`src/hw/pmbg_map.svh`:
```
// Register offsets, field positions, reset values and timing counts for the pin mode and buck control bank
`ifndef PMBG_MAP_SVH
`define PMBG_MAP_SVH
`define PMBG_OFS_PIN_MODE_HIGH 8'h1e
`define PMBG_OFS_RESERVED 8'h1f
`define PMBG_OFS_CORE2_CTRL 8'h20
`define PMBG_OFS_CORE1_CTRL 8'h21
`define PMBG_OFS_PIN_CFG 8'h30
`define PMBG_OFS_STATUS 8'h31
`define PMBG_BIT_SEQ_TARGET 3
`define PMBG_BIT_BUCK_ON 0
`define PMBG_BIT_SWITCH_ON 4
`define PMBG_BIT_SWITCH_SEQ 7
`define PMBG_SEL_EN_LSB 1
`define PMBG_SEL_VOLT_LSB 5
`define PMBG_BIT_PIN8 0
`define PMBG_BIT_PIN9 1
`define PMBG_BIT_PIN10 2
`define PMBG_BIT_PIN11 3
`define PMBG_BIT_PIN12 4
`define PMBG_BIT_PIN13 5
`define PMBG_BIT_PIN14 6
`define PMBG_BIT_PIN15 7
`define PMBG_RST_MODE 8'h00
`define PMBG_RST_CTRL 8'h00
`define PMBG_RST_PIN_CFG 8'h00
`define PMBG_DEB_TIME_US 10
`define PMBG_CLK_MHZ 100
`define PMBG_DEB_CYCLES (`PMBG_DEB_TIME_US * `PMBG_CLK_MHZ)
`endif

```
`src/hw/pmbg_pkg.sv`:
```
// Types shared by the pin mode and buck control bank
package pmbg_pkg;
	typedef enum logic [1:0] {
		PMBG_SEL_SEQ,
		PMBG_SEL_PIN1,
		PMBG_SEL_PIN2,
		PMBG_SEL_PIN13
	} pmbg_sel_e;
	typedef logic [7:0] pmbg_byte_t;
endpackage

```
`src/hw/pmbg_bank.sv`:
```
// Pin mode register and core buck control registers with pin driven enable and voltage select
`timescale 1ns/10ps
`include "pmbg_map.svh"
// Behaviour
// - Mode bit one enables input debouncing
// - Plain output drives mode bit level
// - Blink pins: 0 active high, 1 low
// - Pin 13 feedback polarity from bit 5
// - Pin 12 fault output polarity bit 4
// - Pins 10, 8 bits set debounce/level
// - Select field: sequencer, pin1, pin2, pin13
// - Core2 voltage A on activate, B release
// - Core2 enable follows selected pin edges
// - Core2 sequencer target and direct enable
// - Core2 register ignored in dual-phase mode
// - Bit 7 holds switch sequencer target
// - Core1 voltage A on activate, B release
// - Core1 sequencer target and direct enable
// - Core1 enable follows selected pin edges
module pmbg_bank #(
	parameter int DEB_CYCLES = `PMBG_DEB_CYCLES
) (
	input wire logic clk_i, // System clock
	input wire logic rst_n_i, // Asynchronous reset, active low
	input wire logic [7:0] reg_addr_i, // Register address
	input wire logic [7:0] reg_wdata_i, // Write data
	input wire logic reg_wr_i, // Write strobe
	input wire logic reg_rd_i, // Read strobe
	output logic [7:0] reg_rdata_o, // Read data, registered
	input wire logic dual_phase_i, // Core bucks in dual-phase mode
	input wire logic seq_apply_i, // Sequencer drives targets now
	input wire logic pin1_i, // Pin 1 level
	input wire logic pin2_i, // Pin 2 level
	input wire logic pin13_i, // Pin 13 level when input
	input wire logic [15:8] pin_is_output_i, // Pin direction, 1 output
	input wire logic [15:8] pin_special_i, // Pin in its special function
	input wire logic [15:8] pin_in_i, // Raw levels of pins 8 to 15
	input wire logic blink_i, // Blink pattern, 1 lit
	input wire logic power_good_feedback_i, // Feedback state
	input wire logic supply_fault_i, // Supply fault or monitor state
	output logic [15:8] pin_out_o, // Output levels of pins 8 to 15
	output logic [15:8] pin_deb_o, // Debounced levels of pins 8 to 15
	output logic core2_buck_on_o, // Core2 buck enable
	output logic core2_volt_b_o, // Core2 target: 0 A, 1 B
	output logic core1_buck_on_o, // Core1 buck enable
	output logic core1_volt_b_o, // Core1 target: 0 A, 1 B
	output logic core_switch_on_o // Core power switch closed
);
	// ==============================
	// Registers
	logic [7:0] mode_q;
	logic [7:0] core2_q;
	logic [7:0] core1_q;
	logic [7:0] pin_cfg_q; // Input polarity of pins 1, 2, 13 in bits 0..2
	logic core2_volt_b_q;
	logic core1_volt_b_q;
	logic [2:0] act;
	logic [2:0] act_d1_q;
	logic [2:0] rise;
	logic [2:0] fall;
	logic [2:0] deb_sel;

	function automatic logic [1:0] pin_edge(input logic [1:0] sel, input logic [2:0] r, input logic [2:0] f);
		logic [1:0] res;
		res = 2'b00;
		unique case (pmbg_pkg::pmbg_sel_e'(sel))
			pmbg_pkg::PMBG_SEL_SEQ: res = 2'b00;
			pmbg_pkg::PMBG_SEL_PIN1: res = {r[0], f[0]};
			pmbg_pkg::PMBG_SEL_PIN2: res = {r[1], f[1]};
			pmbg_pkg::PMBG_SEL_PIN13: res = {r[2], f[2]};
		endcase
		return res;
	endfunction

	always_ff @(posedge clk_i or negedge rst_n_i) begin
		if (!rst_n_i) begin
			mode_q <= `PMBG_RST_MODE;
			core1_q <= `PMBG_RST_CTRL;
			pin_cfg_q <= `PMBG_RST_PIN_CFG;
		end else if (reg_wr_i) begin
			unique case (reg_addr_i)
				`PMBG_OFS_PIN_MODE_HIGH: mode_q <= reg_wdata_i;
				`PMBG_OFS_CORE1_CTRL: core1_q <= reg_wdata_i;
				`PMBG_OFS_PIN_CFG: pin_cfg_q <= reg_wdata_i & 8'h07;
				default: ;
			endcase
		end
	end

	// Core2 control held still while the bucks are paralleled
	always_ff @(posedge clk_i or negedge rst_n_i) begin
		if (!rst_n_i) begin
			core2_q <= `PMBG_RST_CTRL;
		end else if (reg_wr_i && reg_addr_i == `PMBG_OFS_CORE2_CTRL && !dual_phase_i) begin
			core2_q <= reg_wdata_i & 8'h6f;
		end
	end

	always_ff @(posedge clk_i or negedge rst_n_i) begin
		if (!rst_n_i) begin
			reg_rdata_o <= 8'h00;
		end else if (reg_rd_i) begin
			unique case (reg_addr_i)
				`PMBG_OFS_PIN_MODE_HIGH: reg_rdata_o <= mode_q;
				`PMBG_OFS_CORE2_CTRL: reg_rdata_o <= core2_q;
				`PMBG_OFS_CORE1_CTRL: reg_rdata_o <= core1_q;
				`PMBG_OFS_PIN_CFG: reg_rdata_o <= pin_cfg_q;
				`PMBG_OFS_STATUS: reg_rdata_o <= {2'b00, core_switch_on_o, core1_volt_b_q, core1_buck_on_o,
					core2_volt_b_q, core2_buck_on_o, dual_phase_i};
				default: reg_rdata_o <= 8'h00;
			endcase
		end
	end

	// ==============================
	// Controlling pins; pin 13 debounce follows its mode bit, pins 1 and 2 debounce always
	assign deb_sel = {mode_q[`PMBG_BIT_PIN13], 2'b11};
	for (genvar g = 0; g < 3; g++) begin : g_ctl
		pmbg_pin_filter #(.DEB_CYCLES(DEB_CYCLES)) u_filt (
			.clk_i(clk_i),
			.rst_n_i(rst_n_i),
			.pin_i(g == 0 ? pin1_i : (g == 1 ? pin2_i : pin13_i)),
			.deb_en_i(deb_sel[g]),
			.active_high_i(pin_cfg_q[g]),
			.active_o(act[g])
		);
	end

	always_ff @(posedge clk_i or negedge rst_n_i) begin
		if (!rst_n_i) begin
			act_d1_q <= 3'b000;
		end else begin
			act_d1_q <= act;
		end
	end
	assign rise = act & ~act_d1_q;
	assign fall = ~act & act_d1_q;

	// ==============================
	// Pins 8 to 15 inputs, debounce per mode bit; polarity is left to the consumer
	for (genvar p = 8; p < 16; p++) begin : g_gp
		pmbg_pin_filter #(.DEB_CYCLES(DEB_CYCLES)) u_filt (
			.clk_i(clk_i),
			.rst_n_i(rst_n_i),
			.pin_i(pin_in_i[p]),
			.deb_en_i(mode_q[p-8]),
			.active_high_i(1'b1),
			.active_o(pin_deb_o[p])
		);
	end

	// ==============================
	// Output levels
	always_ff @(posedge clk_i or negedge rst_n_i) begin
		if (!rst_n_i) begin
			pin_out_o <= 8'h00;
		end else begin
			for (int i = 8; i < 16; i++) begin
				pin_out_o[i] <= pin_is_output_i[i] & mode_q[i-8];
			end
			if (pin_special_i[11]) pin_out_o[11] <= blink_i ^ mode_q[`PMBG_BIT_PIN11];
			if (pin_special_i[14]) pin_out_o[14] <= blink_i ^ mode_q[`PMBG_BIT_PIN14];
			if (pin_special_i[15]) pin_out_o[15] <= blink_i ^ mode_q[`PMBG_BIT_PIN15];
			if (pin_special_i[13]) pin_out_o[13] <= power_good_feedback_i ~^ mode_q[`PMBG_BIT_PIN13];
			if (pin_special_i[12]) pin_out_o[12] <= supply_fault_i ~^ mode_q[`PMBG_BIT_PIN12];
			if (pin_special_i[9]) pin_out_o[9] <= seq_apply_i ~^ mode_q[`PMBG_BIT_PIN9];
		end
	end

	// ==============================
	// Core2 enable and voltage; a pin edge wins over a direct write in the same cycle
	logic [1:0] c2_en_ev;
	logic [1:0] c2_v_ev;
	logic [1:0] c1_en_ev;
	logic [1:0] c1_v_ev;
	assign c2_en_ev = pin_edge(core2_q[2:1], rise, fall) & {2{!dual_phase_i}};
	assign c2_v_ev = pin_edge(core2_q[6:5], rise, fall) & {2{!dual_phase_i}};
	assign c1_en_ev = pin_edge(core1_q[2:1], rise, fall);
	assign c1_v_ev = pin_edge(core1_q[6:5], rise, fall);

	always_ff @(posedge clk_i or negedge rst_n_i) begin
		if (!rst_n_i) begin
			core2_buck_on_o <= 1'b0;
			core2_volt_b_o <= 1'b0;
			core2_volt_b_q <= 1'b0;
		end else begin
			if (c2_en_ev[1]) core2_buck_on_o <= 1'b1;
			else if (c2_en_ev[0]) core2_buck_on_o <= 1'b0;
			else if (seq_apply_i && core2_q[2:1] == 2'b00 && !dual_phase_i)
				core2_buck_on_o <= core2_q[`PMBG_BIT_SEQ_TARGET];
			else if (!dual_phase_i && core2_q[2:1] == 2'b00) core2_buck_on_o <= core2_q[`PMBG_BIT_BUCK_ON];
			if (c2_v_ev[1]) core2_volt_b_q <= 1'b0;
			else if (c2_v_ev[0]) core2_volt_b_q <= 1'b1;
			core2_volt_b_o <= c2_v_ev[1] ? 1'b0 : (c2_v_ev[0] ? 1'b1 : core2_volt_b_q);
		end
	end

	// ==============================
	// Core1 enable, voltage and power switch
	always_ff @(posedge clk_i or negedge rst_n_i) begin
		if (!rst_n_i) begin
			core1_buck_on_o <= 1'b0;
			core1_volt_b_o <= 1'b0;
			core1_volt_b_q <= 1'b0;
			core_switch_on_o <= 1'b0;
		end else begin
			if (c1_en_ev[1]) core1_buck_on_o <= 1'b1;
			else if (c1_en_ev[0]) core1_buck_on_o <= 1'b0;
			else if (seq_apply_i && core1_q[2:1] == 2'b00)
				core1_buck_on_o <= core1_q[`PMBG_BIT_SEQ_TARGET];
			else if (core1_q[2:1] == 2'b00) core1_buck_on_o <= core1_q[`PMBG_BIT_BUCK_ON];
			if (c1_v_ev[1]) core1_volt_b_q <= 1'b0;
			else if (c1_v_ev[0]) core1_volt_b_q <= 1'b1;
			core1_volt_b_o <= c1_v_ev[1] ? 1'b0 : (c1_v_ev[0] ? 1'b1 : core1_volt_b_q);
			if (seq_apply_i) core_switch_on_o <= core1_q[`PMBG_BIT_SWITCH_SEQ];
			else core_switch_on_o <= core1_q[`PMBG_BIT_SWITCH_ON];
		end
	end
endmodule // pmbg_bank

```
`src/hw/pmbg_pin_filter.sv`:
```
// Synchroniser, optional debouncer and polarity decode for one controlling pin
`timescale 1ns/10ps
module pmbg_pin_filter #(
	parameter int DEB_CYCLES = 1000
) (
	input wire logic clk_i, // System clock
	input wire logic rst_n_i, // Asynchronous reset, active low
	input wire logic pin_i, // Raw pin level
	input wire logic deb_en_i, // Debouncing enabled
	input wire logic active_high_i, // Pin polarity
	output logic active_o // Pin is in its active state
);
	// ==============================
	// Synchroniser
	logic sync1_q;
	logic sync2_q;
	logic stable_q;
	logic [$clog2(DEB_CYCLES+1)-1:0] cnt_q;
	always_ff @(posedge clk_i or negedge rst_n_i) begin
		if (!rst_n_i) begin
			sync1_q <= 1'b0;
			sync2_q <= 1'b0;
		end else begin
			sync1_q <= pin_i;
			sync2_q <= sync1_q;
		end
	end
	// ==============================
	// Debounce: a new level must hold for the whole window before it is taken
	always_ff @(posedge clk_i or negedge rst_n_i) begin
		if (!rst_n_i) begin
			stable_q <= 1'b0;
			cnt_q <= '0;
		end else if (!deb_en_i || sync2_q == stable_q) begin
			stable_q <= sync2_q;
			cnt_q <= '0;
		end else if (cnt_q == ($bits(cnt_q))'(DEB_CYCLES - 1)) begin
			stable_q <= sync2_q;
			cnt_q <= '0;
		end else begin
			cnt_q <= cnt_q + 1'b1;
		end
	end
	// ==============================
	// Polarity
	always_ff @(posedge clk_i or negedge rst_n_i) begin
		if (!rst_n_i) begin
			active_o <= 1'b0;
		end else begin
			active_o <= stable_q ~^ active_high_i;
		end
	end
endmodule // pmbg_pin_filter

```
`config.mk`:
```
export PLATFORM = sky130hd
export DESIGN_NAME = pmbg_bank
export DESIGN_NICKNAME = d
export VERILOG_FILES = /design/src/hw/pmbg_pkg.sv /design/src/hw/pmbg_bank.sv /design/src/hw/pmbg_pin_filter.sv
export VERILOG_INCLUDE_DIRS = /design/src /design/src/hw
export SDC_FILE = /design/constraint.sdc
export NUM_CORES = 1
export LEC_CHECK = 0
export ABC_AREA = 1
export BUFFER_PORTS_ARGS = -buffer_cell sky130_fd_sc_hd__buf_2
export CELL_PAD_IN_SITES_DETAIL_PLACEMENT = 0
export CELL_PAD_IN_SITES_GLOBAL_PLACEMENT = 1
export CORE_ASPECT_RATIO = 0.5
export CORE_MARGIN = 5
export CORE_UTILIZATION = 41
export DETAILED_ROUTE_END_ITERATION = 8
export PLACE_DENSITY = 0.83
export REMOVE_ABC_BUFFERS = 1
export SYNTH_ARGS = -nofsm -noshare
export SYNTH_HDL_FRONTEND = slang
export SYNTH_SLANG_ARGS = --single-unit
export TNS_END_PERCENT = 10
```
`constraint.sdc`:
```
create_clock -name clk_i -period 1.1 [get_ports clk_i]
set_input_delay 0.055 -clock clk_i [delete_from_list [all_inputs] [get_ports clk_i]]
set_output_delay 0.055 -clock clk_i [all_outputs]
set_load 0.01 [all_outputs]
```
Word-level counts from Yosys, hierarchy flattened
Cells that the tools add are included.
Word-level totals
  word-level logic and storage cells: 254
  output and inout port bits: 29
  flip-flop bits (word level): 203
  input bits: 52
Operators by class
  reduce and logical (&&, ||, !) cells: 46
  bitwise gates (word level): 23
  equal/unequal tests: 39
  multiplexer cells: 68
  add/subtract/negate cells: 11
Operators with widths (count)
  $mux W10: 22
  $add A10 B1 Y10 const B: 11
  $eq A10 B10 Y1 const B: 11
  $mux W1: 41
  $pmux W8 S5: 1
  $eq A8 B6 Y1 const B: 4
  $pmux W2 S4: 4
  $reduce_bool A2 Y1: 13
  $eq A2 B2 Y1 const B: 8
  $eq A1 B1 Y1: 11
  $logic_not A1 Y1: 9
  $logic_or A1 B1 Y1: 9
  $and A1 B1 Y1: 8
  $eq A2 B1 Y1 const B: 4
  $eq A8 B5 Y1 const B: 1
  $logic_not A2 Y1: 4
  $reduce_bool A4 Y1: 2
  $and A3 B3 Y3: 2
  $logic_and A1 B1 Y1: 6
  $not A3 Y3: 2
  $reduce_and A2 Y1: 3
  $xnor A1 B1 Y1: 6
  $and A2 B2 Y2: 2
  $xor A1 B1 Y1: 3

Logic depth before layout (Yosys ltp)
Gate-level depths: netlist (run 1).
  depth after elaboration: 6
  mapped depth: 9
  mapped depth without buffers: 9

Cells and area by module
A second synthesis (run 1) with hierarchy kept.
Unflattened totals
  cells, all modules: 1118
  area, all modules: 9828.2 µm²
By module, submodules not included
  pmbg_pin_filter: area an instance 659.4 µm², times used 11, seq. area each 350.3 µm², cells each 73
  pmbg_bank: area an instance 2575.0 µm², times used 1, seq. area each 1226.2 µm², cells each 315

Worst setup path before layout (run 1)
No wires, ideal clock.
  kind: flip-flop to flip-flop
  start point: register g_ctl[2].u_filt.cnt_q[0]
  end point: register g_ctl[2].u_filt.cnt_q[2]
  setup slack: -0.166 ns
  buffers on the path: 0
  arrival time: 1.186 ns
  data required time: 1.020 ns
  cell stages (with the launch flop): 6
  library setup time: 0.080 ns
  period minus slack after synthesis: 1.266 ns
  cell sequence: dfrtp_1 > ha_1 > and3_1 > nand3_1 > nand2_2 > nor3b_2
On the way
  longest elaborated chain between the ends: 3
  elaborated cells between the ends (all ways): 4
  classes of those cells: add/sub (1); eq/ne (1); mux (2)
RTL lines
  start, declared: line pmbg_pin_filter.sv:18  | logic [$clog2(DEB_CYCLES+1)-1:0] cnt_q;
  start signal, assigned: line pmbg_pin_filter.sv:41  | cnt_q <= cnt_q + 1'b1;
  $add A10 B1 Y10 or $eq A10 B10 Y1 (tied branches): line pmbg_pin_filter.sv:41, pmbg_pin_filter.sv:37
  $mux W10 *: line pmbg_pin_filter.sv:37  | end else if (cnt_q == ($bits(cnt_q))'(DEB_CYCLES - 1)) begin
  $mux W10 *: line pmbg_pin_filter.sv:34  | end else if (!deb_en_i || sync2_q == stable_q) begin
Every way passes the cells marked *; elsewhere a longest branch is shown, timed or not.
A chain may end at the register's enable or synchronous reset.

Worst setup path in the final report (run 1)
  start point: register g_gp[15].u_filt.cnt_q[1]
  end point: register g_gp[15].u_filt.stable_q
On the way
  longest elaborated chain between the ends: 2
RTL lines
  start, declared: line pmbg_pin_filter.sv:18
  start signal, assigned: line pmbg_pin_filter.sv:41
  $eq A10 B10 Y1: line pmbg_pin_filter.sv:37
  $reduce_bool A2 Y1 (no source line)
  end signal, assigned: line pmbg_pin_filter.sv:35  | stable_q <= sync2_q;
  end signal, assigned: line pmbg_pin_filter.sv:38  | stable_q <= sync2_q;
  end, declared: line pmbg_pin_filter.sv:17  | logic stable_q;
No other way between the ends.

==> impl_results.md, run 1 <==
- Net switching component of the power: approximately 0.0065 W
- Via count of the first global-routing pass: between 8000 and 9000
- FF+latch count, synth: 203
- Buffers and inverters on the worst path: 2
- Critical path launch point type: flip-flop
- IO Count: between 80 and 90
- Delay of the slowest critical-path stage: 0.40 ns
- Hold Crit Class: input port to asynchronous set/reset pin
- Largest voltage drop on the vdd net: between 1 and 1.5 mV
- Setup crit end kind: flip-flop
- GRT Residual Overflow: 0
- Syn avg cell area: just under 9 um2
- CP delay by family, top: flip-flops
- Post-synthesis instance area: ~9400 um2
- Critical path data arrival time: around 1.7 ns
- Post-synthesis cell type with the largest combined area: dfrtp_1
- Vias: 8179
- Internal cell power: between 0.015 and 0.02 W
- Largest fanout of any net on the critical path: 4
- Total count of hold-check failures in the final report: 0
- HPWL after detailed placement: ~16000 um
- Count of nets after finishing: 1419
- Diode count: 0
- X dimension of the die: 224 um
- Die area: about 26000 um2
- Clock transition at path regs: 0.07 ns
- Static leakage: about 6.5 nW
- Area share of the largest cell type after synthesis: around 54%
- Antenna violations before repair: 0
- Total number of clock tree sinks: around 200
- Unrepaired setup endpoints after global routing: yes
- Required time of the critical path: between 1 and 1.5 ns
- DRC violation total after the first TritonRoute iteration: 402
- Part of the Yosys area used for sequential elements: about 54%
- Remaining design rule violation count: 0
- First-pass iteration count of the detailed router: 5
- Worst-case clock skew: 0.00877 ns
- Area of all sequential standard cells: roughly 5100 um2
- Top post-synthesis cells by area: dfrtp_1 (54%), nand2_1 (8.0%), nor2_1 (5.8%)
- Num CTS Buffers: 21
- Failing checks: setup timing
- Clock network fraction of design power: 34.8%
- Number of maximum-capacitance constraint violations: 0
- Instance area after placement: 11400 um2
- Clock tree from TritonCTS: yes
- Synth-to-Final Area Change: 42.3%
- H-tree level count: 1
- Root Buffer: clkbuf_16
- CORE AREA: approximately 23000 um2
- Wire length of the first global-routing pass: around 39000 um
- Final total power: 0.0224 W
- Die outline height: 117 um
- Cell variety after synth: 37
- Outcome: complete, but fails checks
- Type of the worst setup path: flip-flop to flip-flop
- Starting density of the core: 41.4%
- Proportion of power drawn by combinational gates: around a quarter
- Maximum buffer depth of the clock tree: 3
- Finished Cell Area: about 13000 um2
- Critical-path top delay cell: dfrtp_1
- Per-cell routed wire length: between 10 and 15 um
- Most used cell, CP: buf_6
- CP cell instances: ha_4 -> nand2_4 -> nor2_2 -> nand4_1 -> buf_6 -> buf_6 -> nand3_2 -> nand2_1
- Tightest Pin Transition: ~0.33 ns
- Footprint of the multi-input gates: approximately 4400 um2
- Number of warnings printed during yosys synthesis: 0
- Post-route clock period utilization: 122%
- Post-layout minimum cycle time: between 1 and 1.5 ns
- Clock latency at the later pin of the worst-skew pair: around 0.48 ns
- Via-per-instance ratio: roughly 4.9
- Final setup vio count: ~120
- Worst setup startpoint: g_gp[15].u_filt.cnt_q[1]
- Part of the total power dissipated in sequential elements: roughly 41%
- Critical register-to-register path startpoint: g_gp[15].u_filt.cnt_q[1]
- Final critical-path setup slack: -0.247 ns
- Count of buffers inserted at the top-level ports: about 80
- Gate Count Post-Synth: 1051
- Final Max Tran Viols: 0
- Sw Ratio: 29.2%
- Cell Pwr Density: about 1700 nW/um2
- Share of final-layout standard cells stronger than drive strength 1: approximately a third
- Count of filler cells inserted in the layout: around 1900
- Sum of routed wire length over all layers: between 20000 and 25000 um
- Pin count of the biggest net entering global routing: 36
- Routed Antenna Nets: 0
- GRT Overall Usage: 17.8%
- Routability cong.: between 0.8 and 0.9
- Relative slew slack: just under 80%
- Row Count: 39
- Max Fclk: approximately 0.74 GHz
[cells by family (layout without fill, tap and decap cells)]
kind of cell               Yosys count  count (layout)  synth area share, %
buffers and inverters              139             454                 6.25
adders and majority gates           11              11                 1.47
xor gates and xnor gates            36              36                 3.36
AOI/OAI and AO/OA                  110             110                 6.64
and+or+nand+nor                    552             555                 28.1
DFF                                203             203                 54.2
[metal layers]
metal  track usage (%)  vias to the layer above  part of all wire, %
met5                 0                        -                    0
met4              4.57                        0                  2.3
met3              2.49                       44                  3.0
met2              33.5                      130                   53
met1              21.9                     3983                   42
li1                  -                     4022                    -
[power groups by stage]
stage	combinational [W]	sequential [W]	clock [W]
finish	0.00533	0.00926	0.00777
CTS	0.00504	0.00919	0.00795
global route	0.00596	0.00937	0.00824
floorplan	0.00213	0.00933	0
detailed placement	0.00448	0.00926	0
global placement	0.00432	0.00921	0
[flip-flops by register name, summed over array words and instances (netlist names), 3 cells and up]
register               count
core2_q                    6
g_gp.u_filt.sync1_q        8
g_gp.u_filt.active_o       8
g_ctl.u_filt.cnt_q        30
g_gp.u_filt.cnt_q         80
act_d1_q                   3
core1_q                    8
pin_out_o                  8
g_ctl.u_filt.stable_q      3
reg_rdata_o                8
g_ctl.u_filt.active_o      3
g_ctl.u_filt.sync2_q       3
mode_q                     8
g_gp.u_filt.sync2_q        8
g_gp.u_filt.stable_q       8
pin_cfg_q                  3
g_ctl.u_filt.sync1_q       3
[stage by stage]
step           hold WS, ns  std cells  worst slack, ns  util [%]  TNS (ns)
5_1_grt             0.0324       1676           -0.299      58.9    -20.44
6_report            0.0103       1676           -0.247      58.9    -10.35
4_1_cts            0.00148       1674           -0.203      57.6    -10.02
3_3_place_gp       -0.0449       1591           -0.220      50.4    -11.17
2_1_floorplan       -0.241       1037           -0.166         -     -6.60
3_5_place_dp       -0.0464       1591           -0.282      50.4    -17.01
[worst register-to-register path, cell delays in order (launching register included)]
cell,delay (ns)
dfrtp_1,0.40
ha_4,0.17
nand2_4,0.06
nor2_2,0.13
nand4_1,0.12
buf_6,0.17
buf_6,0.11
nand3_2,0.04
nand2_1,0.05
[placed cells by master, fill, tap and decap left out, drive strengths merged, types with 2 or more instances in the layout]
cell type	netlist	routed
nor3	45	45
a31oi	2	2
o211ai	13	13
inv	125	125
clkbuf	1	30
o21ai	55	55
nand3b	5	5
dlygate4sd3	0	40
clkinv	0	3
nand4	16	16
xor2	30	30
nand2	217	220
buf	13	252
nor2	156	156
o21bai	5	5
xnor2	6	6
ha	11	11
a21oi	31	31
nand3	91	91
and3	3	3
dfrtp	203	203
o22ai	2	2
nor3b	19	19
bufinv	0	4
[worst paths after layout]
| check | slack, ns | endpoint | cells after the start |
|---|---|---|---|
| max in group asynchronous | 0.54 | g_ctl[0].u_filt.cnt_q[9] | 3 |
| setup reg to reg | -0.25 | g_gp[15].u_filt.stable_q | 8 |
| hold / removal | 0.01 | g_gp[12].u_filt.cnt_q[1] | 2 |
| hold reg to reg | 0.35 | g_gp[10].u_filt.sync2_q | 0 |
| setup / recovery | -0.25 | g_gp[15].u_filt.stable_q | 8 |
| min in group clk_i | 0.12 | pin_cfg_q[2] | 5 |
[final cells by class]
| cell class | count | area share [%] |
|---|---|---|
| timing repair buffer | 293 | 17.0 |
| multi-input combinational | 712 | 32.8 |
| sequential | 203 | 38.1 |
| inverter | 125 | 3.52 |
| tap | 307 | 2.88 |
| clock buffer | 29 | 4.69 |
| clock inverter | 7 | 1.01 |
[cells in the mapped netlist]
cell,count
nor3_2,1
nor3b_4,1
xnor2_1,6
nand4_1,16
xor2_1,30
a31o_2,1
nand3b_1,5
nor2_2,4
o211ai_1,13
inv_2,7
a31oi_1,2
a21oi_1,31
buf_6,2
nor3_4,3
nand2_2,13
inv_1,118
o21ai_1,6
a21boi_0,1
nor2_8,4
buf_8,1
nor3_1,41
nand2_4,5
nand3_1,91
o22ai_1,2
dfrtp_1,203
nor3b_1,13
clkbuf_1,1
nand2_1,199
and3_1,3
o21ai_0,45
ha_1,11
nor2_4,4
o21ai_2,4
nor2_1,144
buf_4,10
nor3b_2,5
o21bai_1,5
[repair_timing]
item                       CTS  global route
buffers inserted             5             1
setup endpoints to repair  133           139
hold endpoints to repair   257             0
pin swaps                   37            21
hold buffers                40             0
cloned                       2             1
gates resized for setup    111            77
(Power assumes the default switching activity.)
==> run 2, diff against run 1 <==
Settings changed: ABC_AREA 1 to not set, CORE_UTILIZATION 41 to 43, PLACE_DENSITY 0.83 to 0.84.
==> impl_results.md, run 2 <==
- Pin count of the biggest net entering global routing: 40
- GRT Residual Overflow: 0
- CORE AREA: ~20000 um2
- Post-Place Setup Slack: -0.524 ns
- Die outline height: roughly 110 um
- Largest registers: g_gp.u_filt.cnt_q: 80 flops, g_ctl.u_filt.cnt_q: 30 flops
- X dimension of the die: about 210 um
- Required time of the critical path: between 1 and 1.5 ns
- Per-cell routed wire length: 14.8 um
- Synth-to-Final Area Change: 43.2%
- Routability cong.: ~0.84
- Max reg flops: 80
- Number of warnings printed during yosys synthesis: 0
- Root Buffer: clkbuf_16
- Failing checks: setup timing
- Critical path data arrival time: between 1.5 and 2 ns
- Worst-case clock skew: between 0.01 and 0.015 ns
- Final Max Tran Viols: 0
- Num CTS Buffers: 20
- Clock transition at path regs: 0.07 ns
- Routed Antenna Nets: 0
- Tightest Pin Transition: roughly 0.51 ns
- Part of the Yosys area used for sequential elements: 57.5%
- First-pass iteration count of the detailed router: 4
- Hold Crit Class: input port to flip-flop
- Async S/R FF share, synth: between 90% and 100%
- GRT Overall Usage: 17.8%
- Cell variety after synth: 52
- Vias: a little under 7000
- Relative slew slack: 65.7%
- Gate Count Post-Synth: a little under 800
- FF+latch count, synth: 203
- Critical path launch point type: flip-flop
- Number of maximum-capacitance constraint violations: 0
- Type of the worst setup path: flip-flop to flip-flop
- Setup Total Neg Slack: -30.65 ns
- Clock latency at the later pin of the worst-skew pair: between 0.4 and 0.5 ns
- DRC violation total after the first TritonRoute iteration: ~400
- Final critical-path setup slack: -0.430 ns
- IO Count: between 80 and 90
- Final setup vio count: 137
- Antenna violations before repair: 0
- Count of buffers inserted at the top-level ports: ~80
- Post-route clock period utilization: 139%
- Via-per-instance ratio: 4.93
- Cell Pwr Density: roughly 1300 nW/um2
- Clock tree from TritonCTS: yes
- Row Count: 37
- Remaining design rule violation count: 0
- Starting density of the core: 43.4%
- Sum of routed wire length over all layers: roughly 21000 um
- Post-synthesis cell type with the largest combined area: dfrtp_1
- Biggest register: g_gp.u_filt.cnt_q
- Most repeated cell in the gate-level netlist after synthesis: dfrtp_1
- Largest voltage drop on the vdd net: roughly 0.75 mV
- Share of final-layout standard cells stronger than drive strength 1: about two fifths
- Via count of the first global-routing pass: around 7500
- Most frequent standard cell in the layout excluding fill and tap cells: dfrtp_1
- Leading register cell type out of synthesis: dfrtp_1
- Top post-synthesis cells by area: dfrtp_1 (57%), mux2_2 (5.6%), nor2_1 (5.6%)
- Total number of clock tree sinks: ~200
- Static leakage: slightly below 6 nW
- Post-layout minimum cycle time: 1.53 ns
- Wire length of the first global-routing pass: 35400 um
- Area share of the largest cell type after synthesis: ~57%
- H-tree level count: 1
- Outcome: complete, but fails checks
- Most frequent cells after synthesis: dfrtp_1 (203), nor2_1 (131), nand2_1 (62)
- Largest fanout of any net on the critical path: 2
- Instance area after placement: ~11000 um2
- Total count of hold-check failures in the final report: 0
- Commonest cells after routing, fill and taps aside: dfrtp_1 (202), buf_4 (199), nor2_1 (127), buf_2 (71), nand2_1 (55)
- Setup crit end kind: flip-flop
- Syn avg cell area: around 11 um2
- Count of nets after finishing: roughly 1200
- Count of flip-flops with a built-in enable after synthesis: 0
- Finished Cell Area: between 10000 and 15000 um2
- Unrepaired setup endpoints after global routing: yes
- Maximum buffer depth of the clock tree: 3
- Diode count: 0
- Die area: approximately 24000 um2
- HPWL after detailed placement: 14600 um
- Max Fclk: approximately 0.65 GHz
- Post-synthesis instance area: approximately 8800 um2
[run 2: changes by cell type after synthesis, moves of 18 or more]
cell     delta
nand2_1   -137
xor2_1     +18
nand3_1    -69
mux2_2     +44
a21oi_1    -24
inv_1      -99
o21ai_0    -36
xnor2_1    +47
[run 2: cell families after synthesis]
family                   count (synthesis)  synth area share, %
AO/OA/AOI/OAI                           57                 4.63
XOR/XNOR                               101                 10.0
adder cells (fa/ha/maj)                 12                 1.67
buffers and inverters                   37                 2.01
multiplexers                            50                 6.57
AND/OR/NAND/NOR                        322                 17.6
flip-flops                             203                 57.5
[run 2: per-layer routing]
| metal | vias up | global-route usage (%) | wire length [um] |
|---|---|---|---|
| met4 | 0 | 3.88 | 385 |
| met2 | 84 | 32.3 | 11000 |
| met5 | - | 0 | 0 |
| met1 | 3469 | 22.9 | 8980 |
| met3 | 32 | 2.39 | 536 |
| li1 | 3359 | - | - |
[run 2: through the flow]
step | hold slack [ns] | util, % | total power, W | std cells
floorplan | -0.241 | - | 0.00821 | 764
global placement | 0.0121 | 54.3 | 0.00888 | 1318
detailed placement | 0.0143 | 54.3 | 0.00892 | 1318
CTS | 0.0140 | 61.2 | 0.0160 | 1399
global route | 0.0278 | 62.1 | 0.0164 | 1408
finish | 0.0293 | 62.1 | 0.0158 | 1408
[run 2: area by class of cell]
cell class                 count  area, um2
clock buffer                  26        584
clock inverter                 9       78.8
fill                        1532       7710
inverter                      19       71.3
multi-input combinational    543       3910
sequential                   203       5080
tap                          273        342
timing repair buffer         335       2580
[run 2: critical path, stage by stage (launching register included)]
cell and delay [ns]:
dfrtp_1 0.36, ha_2 0.19, nand4b_1 0.12, o311ai_2 0.29
buf_4 0.17, mux2_4 0.29
[run 2: report_power, final]
group          internal (W)  switching [W]  leakage [nW]  total (W)
Sequential          0.00765       0.000133          2.70    0.00778
Clock               0.00399        0.00288         0.327    0.00687
Combinational      0.000629       0.000554          2.80    0.00118
[run 2: repair_timing]
item	CTS	global route
hold buffers	41	0
buffers inserted	4	9
endpoints found under the setup margin	139	150
hold endpoints to repair	257	0
cloned	1	0
resized for setup	67	27
pin swaps	70	17
[run 2: path summary, 6_finish.rpt]
path                                               start                  endpoint  slack [ns]  depth (start not counted)
worst max-delay path            g_gp[14].u_filt.cnt_q[1]  g_gp[14].u_filt.stable_q       -0.43                          5
max in group asynchronous                        rst_n_i   g_gp[9].u_filt.cnt_q[6]        0.49                          3
min in group asynchronous                        rst_n_i   g_gp[8].u_filt.cnt_q[8]        0.06                          2
worst min-delay path                            reg_wr_i                core1_q[2]        0.03                          3
worst max register to register  g_gp[14].u_filt.cnt_q[1]  g_gp[14].u_filt.stable_q       -0.43                          5
worst min register to register   g_gp[11].u_filt.sync1_q   g_gp[11].u_filt.sync2_q        0.35                          0
